`src/hdl/mcr_pkg.sv`:
```
/*
 * constants shared by the collision window / retry limit block:
 * register offsets, field positions, reset values and bus codes.
 * assumes a 32-bit AHB-Lite register bus with byte addressing.
 */
package mcr_pkg;

    // ==========================================================
    // register offsets (low address byte)
    // ==========================================================
    localparam logic [7:0]  MCR_OFF_CFG   = 8'h00; // config register
    localparam logic [7:0]  MCR_OFF_CLR   = 8'h04; // clear alias
    localparam logic [7:0]  MCR_OFF_SET   = 8'h08; // set alias
    localparam logic [7:0]  MCR_OFF_INV   = 8'h0c; // invert alias
    localparam logic [7:0]  MCR_OFF_STAT  = 8'h10; // transmit status

    // ==========================================================
    // field layout and reset values
    // ==========================================================
    localparam int          MCR_CWIN_LSB  = 8;     // window field low bit
    localparam int          MCR_CWIN_W    = 6;     // window field width
    localparam int          MCR_RETRY_LSB = 0;     // retry field low bit
    localparam int          MCR_RETRY_W   = 4;     // retry field width
    localparam logic [5:0]  MCR_CWIN_RST  = 6'h37; // 55 frame bytes
    localparam logic [3:0]  MCR_RETRY_RST = 4'hf;  // fifteen retries
    localparam logic [31:0] MCR_CFG_MASK  = 32'h00003f0f; // implemented bits
    localparam logic [31:0] MCR_CFG_RST   = 32'h0000370f; // config after reset

    // status register bit positions
    localparam int          MCR_ST_INWIN  = 8;     // frame inside window
    localparam int          MCR_ST_EXCESS = 9;     // sticky: frame aborted
    localparam int          MCR_ST_LATE   = 10;    // sticky: late collision

    // ==========================================================
    // bus codes
    // ==========================================================
    localparam logic [2:0]  MCR_SIZE_BYTE = 3'h0;  // 8-bit access
    localparam logic [2:0]  MCR_SIZE_HALF = 3'h1;  // 16-bit access
    localparam logic [2:0]  MCR_SIZE_WORD = 3'h2;  // 32-bit access

    // register write operation
    typedef enum logic [2:0] {
        MCR_OP_NONE,
        MCR_OP_WRITE,
        MCR_OP_CLR,
        MCR_OP_SET,
        MCR_OP_INV,
        MCR_OP_STCLR
    } mcr_op_t;

endpackage

```
`src/hdl/mcr_tx_tracker.sv`:
```
/*
 * per-frame collision tracker: counts frame bytes from the start of
 * transmission and attempts per frame, decides retry or abort.
 * assumes strobes from the transmit engine, synchronous to clk.
 */
module mcr_tx_tracker
    import mcr_pkg::*;
#(
    parameter int CNT_W = 7                      // byte counter width
) (
    // clock and reset
    input  wire logic                   clk,
    input  wire logic                   nrst,
    // configuration
    input  wire logic [MCR_CWIN_W-1:0]  window_len,
    input  wire logic [MCR_RETRY_W-1:0] retry_limit,
    // transmit engine strobes
    input  wire logic                   tx_start,
    input  wire logic                   tx_byte,
    input  wire logic                   collision,
    input  wire logic                   tx_done,
    // results
    output logic                        in_window,
    output logic [MCR_RETRY_W-1:0]      attempts,
    output logic                        retry_pulse,
    output logic                        abort_pulse,
    output logic                        late_pulse
);

    // ==========================================================
    // state
    // ==========================================================
    logic                   active;       // frame on the wire
    logic [CNT_W-1:0]       bytes;        // bytes since frame start
    logic                   next_active;
    logic [CNT_W-1:0]       next_bytes;
    logic [MCR_RETRY_W-1:0] next_attempts;
    logic                   next_retry;
    logic                   next_abort;
    logic                   next_late;

    // window is open while fewer bytes than the window length went out
    assign in_window = active && (bytes < CNT_W'(window_len));

    // next state: byte count, attempt count, retry decision
    always_comb begin
        next_active   = active;
        next_bytes    = bytes;
        next_attempts = attempts;
        next_retry    = 1'b0;
        next_abort    = 1'b0;
        next_late     = 1'b0;
        // preamble and delimiter bytes count from the very start
        if (tx_start) begin
            next_active = 1'b1;
            next_bytes  = tx_byte ? CNT_W'(1) : '0;
        end else if (active && tx_byte && (bytes != '1)) begin
            next_bytes = bytes + CNT_W'(1);
        end
        if (active && collision) begin
            next_active = 1'b0;
            if (!in_window) begin
                // collision past the slot time: not retried here
                next_late = 1'b1;
            end else if (attempts >= retry_limit) begin
                // attempt budget spent: abort for excessive collisions
                next_abort    = 1'b1;
                next_attempts = '0;
            end else begin
                next_retry    = 1'b1;
                next_attempts = attempts + MCR_RETRY_W'(1);
            end
        end else if (active && tx_done) begin
            // frame went out cleanly: fresh budget for the next one
            next_active   = 1'b0;
            next_attempts = '0;
        end
    end

    // registers only
    always_ff @(posedge clk or negedge nrst) begin
        if (!nrst) begin
            active      <= 1'b0;
            bytes       <= '0;
            attempts    <= '0;
            retry_pulse <= 1'b0;
            abort_pulse <= 1'b0;
            late_pulse  <= 1'b0;
        end else begin
            active      <= next_active;
            bytes       <= next_bytes;
            attempts    <= next_attempts;
            retry_pulse <= next_retry;
            abort_pulse <= next_abort;
            late_pulse  <= next_late;
        end
    end

    // ==========================================================
    // checks
    // ==========================================================
    AST_ABORT_AT_LIMIT: assert property (@(posedge clk) disable iff (!nrst)
        (active && collision && in_window && attempts >= retry_limit) |=> abort_pulse && !retry_pulse)
        else $error("abort missing at retry limit");
    AST_RETRY_BELOW: assert property (@(posedge clk) disable iff (!nrst)
        (active && collision && in_window && attempts < retry_limit)
        |=> retry_pulse && attempts == $past(attempts) + 4'h1)
        else $error("retry missing below limit");
    AST_COUNT_FROM_START: assert property (@(posedge clk) disable iff (!nrst)
        (tx_start && tx_byte) ##1 (!tx_byte && !tx_start)[*2] |-> bytes == CNT_W'(1))
        else $error("first frame byte not counted");
    COV_ABORT: cover property (@(posedge clk) disable iff (!nrst) abort_pulse);
    COV_RETRY: cover property (@(posedge clk) disable iff (!nrst) retry_pulse ##[1:200] tx_done);

endmodule

```
`src/hdl/mcr_top.sv`:
```
/*
 * collision window / retry limit configuration of an ethernet mac
 * transmitter, with its AHB-Lite register slave and frame tracker.
 * assumes one AHB-Lite master, zero wait states, CLK at 100 MHz.
 */
module mcr_top
    import mcr_pkg::*;
(
    // clock and reset
    input  wire logic        CLK,
    input  wire logic        NRST,
    // ahb-lite slave
    input  wire logic        HSEL,
    input  wire logic [31:0] HADDR,
    input  wire logic [1:0]  HTRANS,
    input  wire logic        HWRITE,
    input  wire logic [2:0]  HSIZE,
    input  wire logic [31:0] HWDATA,
    input  wire logic        HREADY,
    output logic [31:0]      HRDATA,
    output logic             HREADYOUT,
    output logic             HRESP,
    // transmit engine strobes
    input  wire logic        TX_START,
    input  wire logic        TX_BYTE,
    input  wire logic        COLLISION,
    input  wire logic        TX_DONE,
    // transmit decisions
    output logic             IN_WINDOW,
    output logic             RETRY,
    output logic             EXCESS_ABORT,
    output logic             LATE_COLLISION
);

    // ==========================================================
    // bus data phase state
    // ==========================================================
    logic        dp_wr;          // write data phase pending
    mcr_op_t     dp_op;          // operation of that write
    logic [31:0] dp_mask;        // active byte lanes of that write
    logic        next_dp_wr;
    mcr_op_t     next_dp_op;
    logic [31:0] next_dp_mask;
    logic [31:0] next_hrdata;

    // ==========================================================
    // register state
    // ==========================================================
    logic [31:0] cfg;            // collision_retry_config_reg
    logic        excess;         // sticky: frame aborted
    logic        late;           // sticky: late collision
    logic [31:0] next_cfg;
    logic        next_excess;
    logic        next_late;

    // tracker results
    logic [MCR_RETRY_W-1:0] attempts;     // attempts of current frame
    logic                   abort_pulse;  // frame aborted
    logic                   late_pulse;   // collision past window
    logic                   in_win;       // window open

    // decoded fields
    logic [MCR_CWIN_W-1:0]  collision_window_len;
    logic [MCR_RETRY_W-1:0] retry_limit;
    assign collision_window_len = cfg[MCR_CWIN_LSB +: MCR_CWIN_W];
    assign retry_limit          = cfg[MCR_RETRY_LSB +: MCR_RETRY_W];

    // address phase qualifiers
    logic        addr_ok;        // a transfer is taken this edge
    logic        size_ok;        // halfword or word access
    logic [7:0]  offs;           // decoded offset
    logic [31:0] lane_mask;      // lanes covered by the access
    logic [31:0] status_word;    // status register image
    assign addr_ok   = HSEL && HTRANS[1] && HREADY;
    assign size_ok   = (HSIZE == MCR_SIZE_HALF) || (HSIZE == MCR_SIZE_WORD);
    assign offs      = HADDR[7:0];
    assign lane_mask = (HSIZE == MCR_SIZE_WORD) ? 32'hffffffff :
                       (HADDR[1] ? 32'hffff0000 : 32'h0000ffff);

    // status image: attempts, window, sticky flags
    always_comb begin
        status_word                   = '0;
        status_word[MCR_RETRY_W-1:0]  = attempts;
        status_word[MCR_ST_INWIN]     = in_win;
        status_word[MCR_ST_EXCESS]    = excess;
        status_word[MCR_ST_LATE]      = late;
    end

    // zero wait states, always OKAY
    assign HREADYOUT = 1'b1;
    assign HRESP     = 1'b0;

    // ==========================================================
    // address phase decode and read data
    // ==========================================================
    always_comb begin
        next_dp_wr   = 1'b0;
        next_dp_op   = MCR_OP_NONE;
        next_dp_mask = '0;
        next_hrdata  = '0;
        // byte accesses fall through with no effect and zero data
        if (addr_ok && size_ok) begin
            if (HWRITE) begin
                next_dp_wr   = 1'b1;
                next_dp_mask = lane_mask;
                case (offs)
                    MCR_OFF_CFG:  next_dp_op = MCR_OP_WRITE;
                    MCR_OFF_CLR:  next_dp_op = MCR_OP_CLR;
                    MCR_OFF_SET:  next_dp_op = MCR_OP_SET;
                    MCR_OFF_INV:  next_dp_op = MCR_OP_INV;
                    MCR_OFF_STAT: next_dp_op = MCR_OP_STCLR;
                    default:      next_dp_op = MCR_OP_NONE;
                endcase
            end else begin
                // config reads see a write finishing in this very cycle; status reads show the flags before it
                case (offs)
                    MCR_OFF_CFG, MCR_OFF_CLR, MCR_OFF_SET, MCR_OFF_INV:
                        next_hrdata = next_cfg & MCR_CFG_MASK;
                    MCR_OFF_STAT:
                        next_hrdata = status_word;
                    default:
                        next_hrdata = '0;
                endcase
            end
        end
    end

    // registers only
    always_ff @(posedge CLK or negedge NRST) begin
        if (!NRST) begin
            dp_wr   <= 1'b0;
            dp_op   <= MCR_OP_NONE;
            dp_mask <= '0;
            HRDATA  <= '0;
        end else begin
            dp_wr   <= next_dp_wr;
            dp_op   <= next_dp_op;
            dp_mask <= next_dp_mask;
            HRDATA  <= next_hrdata;
        end
    end

    // ==========================================================
    // register write data phase
    // ==========================================================
    always_comb begin
        logic [31:0] wbits;
        wbits       = HWDATA & dp_mask & MCR_CFG_MASK;
        next_cfg    = cfg;
        next_excess = excess;
        next_late   = late;
        if (dp_wr) begin
            case (dp_op)
                MCR_OP_WRITE: next_cfg = (cfg & ~(dp_mask & MCR_CFG_MASK)) | wbits;
                MCR_OP_CLR:   next_cfg = cfg & ~wbits;
                MCR_OP_SET:   next_cfg = cfg | wbits;
                MCR_OP_INV:   next_cfg = cfg ^ wbits;
                MCR_OP_STCLR: begin
                    // write one clears a sticky flag
                    if (HWDATA[MCR_ST_EXCESS] && dp_mask[MCR_ST_EXCESS]) begin
                        next_excess = 1'b0;
                    end
                    if (HWDATA[MCR_ST_LATE] && dp_mask[MCR_ST_LATE]) begin
                        next_late = 1'b0;
                    end
                end
                default:      next_cfg = cfg;
            endcase
        end
        // a new event wins over a clear in the same cycle
        if (abort_pulse) begin
            next_excess = 1'b1;
        end
        if (late_pulse) begin
            next_late = 1'b1;
        end
    end

    // registers only
    always_ff @(posedge CLK or negedge NRST) begin
        if (!NRST) begin
            cfg    <= MCR_CFG_RST;
            excess <= 1'b0;
            late   <= 1'b0;
        end else begin
            cfg    <= next_cfg;
            excess <= next_excess;
            late   <= next_late;
        end
    end

    // ==========================================================
    // frame tracker
    // ==========================================================
    mcr_tx_tracker #(
        .CNT_W       (7)
    ) u_tracker (
        .clk         (CLK),
        .nrst        (NRST),
        .window_len  (collision_window_len),
        .retry_limit (retry_limit),
        .tx_start    (TX_START),
        .tx_byte     (TX_BYTE),
        .collision   (COLLISION),
        .tx_done     (TX_DONE),
        .in_window   (in_win),
        .attempts    (attempts),
        .retry_pulse (RETRY),
        .abort_pulse (abort_pulse),
        .late_pulse  (late_pulse)
    );

    assign IN_WINDOW      = in_win;
    assign EXCESS_ABORT   = abort_pulse;
    assign LATE_COLLISION = late_pulse;

    // ==========================================================
    // checks
    // ==========================================================
    AST_RESET_FIELDS: assert property (@(posedge CLK)
        $rose(NRST) |-> cfg[13:8] == 6'h37)
        else $error("window field reset value wrong");
    AST_RESET_RETRY: assert property (@(posedge CLK)
        $rose(NRST) |-> cfg[3:0] == 4'hf)
        else $error("retry field reset value wrong");
    AST_UNUSED_ZERO: assert property (@(posedge CLK) disable iff (!NRST)
        $past(addr_ok && !HWRITE) |-> (HRDATA & 32'hffffc0f0) == 32'h0)
        else $error("unimplemented bits read nonzero");
    AST_BYTE_IGNORED: assert property (@(posedge CLK) disable iff (!NRST)
        (addr_ok && HWRITE && HSIZE == 3'h0) ##1 !dp_wr |=> $stable(cfg))
        else $error("byte write changed register");
    AST_SET_ALIAS: assert property (@(posedge CLK) disable iff (!NRST)
        (addr_ok && HWRITE && HSIZE == 3'h2 && offs == 8'h08)
        ##1 1'b1 |=> cfg == ($past(cfg) | ($past(HWDATA) & 32'h00003f0f)))
        else $error("set alias wrong");
    AST_CLR_ALIAS: assert property (@(posedge CLK) disable iff (!NRST)
        (addr_ok && HWRITE && HSIZE == 3'h2 && offs == 8'h04)
        ##1 1'b1 |=> cfg == ($past(cfg) & ~$past(HWDATA)))
        else $error("clear alias wrong");
    AST_INV_ALIAS: assert property (@(posedge CLK) disable iff (!NRST)
        (addr_ok && HWRITE && HSIZE == 3'h2 && offs == 8'h0c)
        ##1 1'b1 |=> cfg == ($past(cfg) ^ ($past(HWDATA) & 32'h00003f0f)))
        else $error("invert alias wrong");
    AST_HALF_WRITE: assert property (@(posedge CLK) disable iff (!NRST)
        (addr_ok && HWRITE && HSIZE == 3'h1 && HADDR[7:0] == 8'h00)
        ##1 1'b1 |=> cfg[13:0] == ($past(HWDATA[13:0]) & 14'h3f0f))
        else $error("halfword write not taken");
    AST_WINDOW_FIELD: assert property (@(posedge CLK) disable iff (!NRST)
        collision_window_len == cfg[13:8] && retry_limit == cfg[3:0])
        else $error("field positions wrong");
    AST_EXCESS_STICKY: assert property (@(posedge CLK) disable iff (!NRST)
        EXCESS_ABORT |=> excess)
        else $error("abort not recorded");
    COV_HALF_READ: cover property (@(posedge CLK) disable iff (!NRST)
        addr_ok && !HWRITE && HSIZE == 3'h1);
    COV_BYTE_WRITE: cover property (@(posedge CLK) disable iff (!NRST)
        addr_ok && HWRITE && HSIZE == 3'h0);

endmodule

```
`config.mk`:
```
export PLATFORM = sky130hd
export DESIGN_NAME = mcr_top
export DESIGN_NICKNAME = d
export VERILOG_FILES = /design/src/hdl/mcr_pkg.sv /design/src/hdl/mcr_tx_tracker.sv /design/src/hdl/mcr_top.sv
export SDC_FILE = /design/constraint.sdc
export NUM_CORES = 1
export LEC_CHECK = 0
export BUFFER_PORTS_ARGS = -buffer_cell sky130_fd_sc_hd__buf_2
export CORE_MARGIN = 2
export CORE_UTILIZATION = 55
export CTS_BUF_LIST = sky130_fd_sc_hd__clkbuf_2 sky130_fd_sc_hd__clkbuf_4 sky130_fd_sc_hd__clkbuf_8
export DETAILED_ROUTE_END_ITERATION = 6
export PLACE_DENSITY_LB_ADDON = 0.25
export SYNTH_ARGS = -nofsm -noshare
export SYNTH_HDL_FRONTEND = slang
export SYNTH_HIERARCHICAL = 1
export SYNTH_SLANG_ARGS = --single-unit
```
`constraint.sdc`:
```
create_clock -name CLK -period 3.3 [get_ports CLK]
set_input_delay 0.33 -clock CLK [delete_from_list [all_inputs] [get_ports CLK]]
set_output_delay 0.33 -clock CLK [all_outputs]
set_load 0.005 [all_outputs]
```
; Word level (Yosys, flattened, before mapping)
; Index checks and enable logic that the tools add are counted.
; Widths: inputs -> output; s select.
[word_totals]
input_bits = 78
n_memories = 0
ram_bits = 0
latchBits = 0
regBits = 99
rom_bits = 0
word_cells = 106
[classes]
bitwise = 8
eq_ne = 13
add_sub_neg = 2
div = 0
mux = 40
shifts = 0
multipliers = 0
reduce_logical = 27
n_lt_le_gt_ge = 2
[ops]
columns = operator, count
row1 = $pmux 32 s4, 1
row2 = $mux 14, 7
row3 = $and 32x32->32, 2
row4 = $not 14->32, 2
row5 = $or 32x14->32, 2
row6 = $xor 32x14->32, 1
row7 = $pmux 14 s2, 1
row8 = $mux 1, 22
row9 = $eq 8x4->1 const B, 2
row10 = $mux 4, 4
row11 = $reduce_bool 2->1, 8
row12 = $pmux 3 s5, 1
row13 = $and 14x14->14, 1
row14 = $mux 7, 2
row15 = $logic_and 1x1->1, 10
row16 = $eq 3x2->1 const B, 3
row17 = $eq 8x3->1 const B, 1
row18 = $eq 8x5->1 const B, 1
row19 = $logic_not 8->1, 1
row20 = $add 7x1->7 const B, 1
row21 = $lt 7x6->1, 1
row22 = $ne 7x7->1 const B, 1
row23 = $eq 3x1->1 const B, 2
row24 = $eq 3x3->1 const B, 2
row25 = 10 further kinds, 13

; Depth between registers and ports, before layout
[depth]
ltp_word = 8
depth_mapped = 9
depth_no_buf = 7

; By module
; Netlist, hierarchy kept.
[by_module_without_submodules]
columns = mod, n_inst, cells_per_inst, area_per_inst_um2, seq_area_each_um2
row1 = mcr_top, 1, 220, 2072.0, 686.9
row2 = mcr_tx_tracker, 1, 101, 969.7, 375.4

; Least setup slack after synthesis
; Ideal clock, no wire load.
[synth_path]
kind = register to register
startpoint = register dp_mask[12] (netlist name)
endpoint = register HRDATA[9]
path_stages_with_launch = 9
setup_slack_ns = 1.248
t_arrival_ns = 1.917
required_ns = 3.165
period_less_slack_ns = 2.052
setup_time_ns = 0.135
cell_sequence = dfrtp_1 > buf_2 > clkbuf_1 > nand2_1 > ha_1 > a32o_1 > a221o_1 > a22oi_1 > nor2_1
[synth_lines]
columns = item, line_no
row1 = end signal: assignment, mcr_top.sv:139  ; HRDATA <= next_hrdata;
row2 = end: declaration, mcr_top.sv:20  ; output logic [31:0] HRDATA,

; Worst setup path in the final report
[layout_path]
startpoint = register cfg[10]
endpoint = output IN_WINDOW
[layout_via]
elab_chain_len = 2
[layout_rtl]
columns = item, line_no
row1 = start: declaration, mcr_top.sv:49  ; logic [31:0] cfg;
row2 = start signal: assignment, mcr_top.sv:186  ; cfg <= next_cfg;
row3 = $lt 7x6->1, mcr_tx_tracker.sv:43  ; assign in_window = active && (bytes < CNT_W'(window_len));
row4 = $logic_and 1x1->1, mcr_tx_tracker.sv:43
row5 = end: declaration, mcr_top.sv:29  ; output logic IN_WINDOW,
; No other way between the ends.

==> impl_results.md <==
* Final Hold Fails at 0
* Critical path endpoint category: output port
* Setup Buffers After CTS at 0
* Worst hold-check path type: input pin to asynchronous set/reset pin
* Ports at 116
* Post-synth EDFFs at 0
* CP peak stage delay at approximately 610 ps
* Drt first pass iters at 4
* Gr usage total at a little over a fifth
* Cells after Synth at around 320
* GP Congestion at 0.843
* Vias in the first global route at around 2200
* Seq/Total Area, Yosys at 34.9%
* Clock transition at the registers of the reported paths at around 80 ps
* Critical path, cell by cell: inv_1 > ha_1 > a21oi_1 > o21ai_1 > a221oi_1 > buf_2
* RSZ-0062 raised after global routing: false
* Total gr overflow at 0
* Crit Path Category: register to output port
* CTS Buffer Depth at 2
* Core Rows at 27
* Pleak at ~1.6 nW
* Cell accounting for the most synthesized area: dfrtp_1
* Antenna violations before repair at 0
* Critical path arrival at 2390 ps
* Hold Slack at between 150 and 200 ps
* Final min period at ~2700 ps
* TNS Setup at 0 ps
* Synth cell count leaders: dfrtp_1 (33), ha_1 (31), nor2_1 (26)
* Top FF cell, synth: dfrtp_1
* Worst-Margin Slew at 922 ps
* Routed wire length at approximately 6.2 mm
* Chip Height at slightly below 80 um
* Max_cap viols at 0
* CTS Sinks at 42
* H-tree level count at 2
* YS warnings at 6
* Status: completed
* Delay-heaviest family, CP: compound AO/OA/AOI/OAI gates
* Worst Setup Start Kind: register
* Cts hold-fix bufs at 0
* Dpl cells at ~420
* Clock Skew at between 8 and 9 ps
* CP Data Required Time at around 3000 ps
* Gates resized, CTS repair at 0
* Routed len/inst at between 10 and 15 um
* Die width at between 70 and 80 um
* Pwr Total at between 1 and 1.5 mW
* IO Port Bufs at 44
* Clk_lat worst skew at 300 ps
* Largest net degree at the start of global routing at 43
* Dpl hpwl at around 4.7 mm
* Yosys reg bits at between 40 and 50
* Synthesized area per cell at between 9 and 10 um2
* Placeable Area at between 0.005 and 0.006 mm2
* Die area at 0.00614 mm2
* VDD IR max at 187 uV
* 1st-iter DRT viols at roughly 110
* Antenna diodes at 0
* Most numerous cell in the Yosys netlist: dfrtp_1
* Final Max Slew Viols at 0
* Max Fclk at approximately 0.37 GHz
* Num CTS Buffers at 5
* Post-synth cell types at between 50 and 60
* Root Driver: clkbuf_8
* Vias per cell at approximately 5.4
* DP Area at approximately 0.0032 mm2
* Slew margin rel. at between 30 and 40%
* Power per cell area at approximately 320 mW/mm2
* First-pass GRT wire length at around 10 mm
* CP bufs+invs at 2
* Initial Util at between 50% and 60%
* Setup violators final at 0
* Post-Layout Cell Count at approximately 430
* Main area contributors after synthesis: dfrtp_1 (27%), ha_1 (13%), dfstp_2 (7.8%)
* Synthesis-to-layout area growth at 8.47%
* Final cycle utilization of the critical path at 82.4%
* Fin area at 0.00330 mm2
* DR vias at about 2300
* Crit-path slowest cell: a221oi_1
* Final net count at about 470
* Post-Syn Area at ~0.003 mm2
* Async SR Flop Fraction at 100%
* CTS tree: yes
* Crit Path Max Fanout at 5
* Post-route ant nets at 0
* Share of layout cells above drive strength 1 at a little over a fifth
* Share of the synthesized area in the top cell type at approximately 27%
* Post-route DRC violation count at 0
worst paths after layout:
check	startpoint	slack [ps]	end	depth (start not counted)
max in group asynchronous	NRST	2550	dp_op[2]	1
max	cfg[10]	580	IN_WINDOW	6
min	NRST	170	u_tracker/bytes[1]	1
min reg2reg	u_tracker/abort_pulse	480	excess	1
max reg2reg	dp_mask[12]	980	HRDATA[3]	6
min in group CLK	HADDR[1]	220	dp_mask[12]	2
per-layer routing:
metal | up-vias | part of all wire, % | track usage (%)
li1 | 1153 | - | -
met1 | 1092 | 46 | 28.8
met2 | 54 | 49 | 36.2
met3 | 8 | 4.2 | 4.25
met4 | 0 | 1.2 | 5.96
met5 | - | 0 | 0
cell families (layout without fill, tap and decap cells):
logic type | after synthesis | in the layout | synth area share (%)
AO/OA/AOI/OAI | 68 | 68 | 18.6
flip-flops | 42 | 42 | 34.9
buffers and inverters | 60 | 76 | 11.1
XOR/XNOR | 7 | 7 | 2.02
AND/OR/NAND/NOR | 101 | 101 | 16.9
adder cells (fa/ha/maj) | 31 | 31 | 12.8
multiplexers | 10 | 10 | 3.33
other | 2 | 24 | 0.247
stage by stage:
| step | setup WS (ps) | utilization (%) |
|---|---|---|
| 2_1_floorplan | 1250 | - |
| 3_3_place_gp | 969 | 58.6 |
| 3_5_place_dp | 927 | 58.6 |
| 4_1_cts | 598 | 60.7 |
| 5_1_grt | 372 | 60.7 |
| 6_report | 580 | 60.7 |
cell usage in the layout, fill, tap and decap left out, drive strengths merged, types with 2 or more instances in the layout:
cell type  count
a21oi          5
clkbuf         7
nor3           3
a22o           3
nand4          2
o22a           5
nand3          8
nand2b         9
a221o          2
o2bb2ai        2
ha            31
inv           24
conb          24
a32o           2
dfstp          9
mux2i          9
nor2          28
nand3b         3
nor2b         15
a211oi         2
dfrtp         33
a21o           2
o21ai         10
a32oi          7
and3           4
xor2           3
buf           44
xnor2          4
a22oi          8
a31oi         10
nand2         22
sequential cells by signal, summed over array words and instances (netlist names), 3 cells and up:
name	count
dp_op	3
HRDATA	10
u_tracker/attempts	4
cfg	10
u_tracker/bytes	7
layout make-up:
cell class	count	area, um2
Clock buffer	7	83.8
Clock inverter	1	30.0
Fill cell	471	2140
Inverter	24	90.1
Timing Repair Buffer	44	220
Multi-Input combinational cell	241	1720
Tap cell	72	90.1
Sequential cell	42	1060
power by group:
part	switching, mW	internal, mW
clock	0.176	0.243
combinational	0.0577	0.0398
sequential	0.0136	0.526
total	0.247	0.808
(Power assumes the default switching activity.)
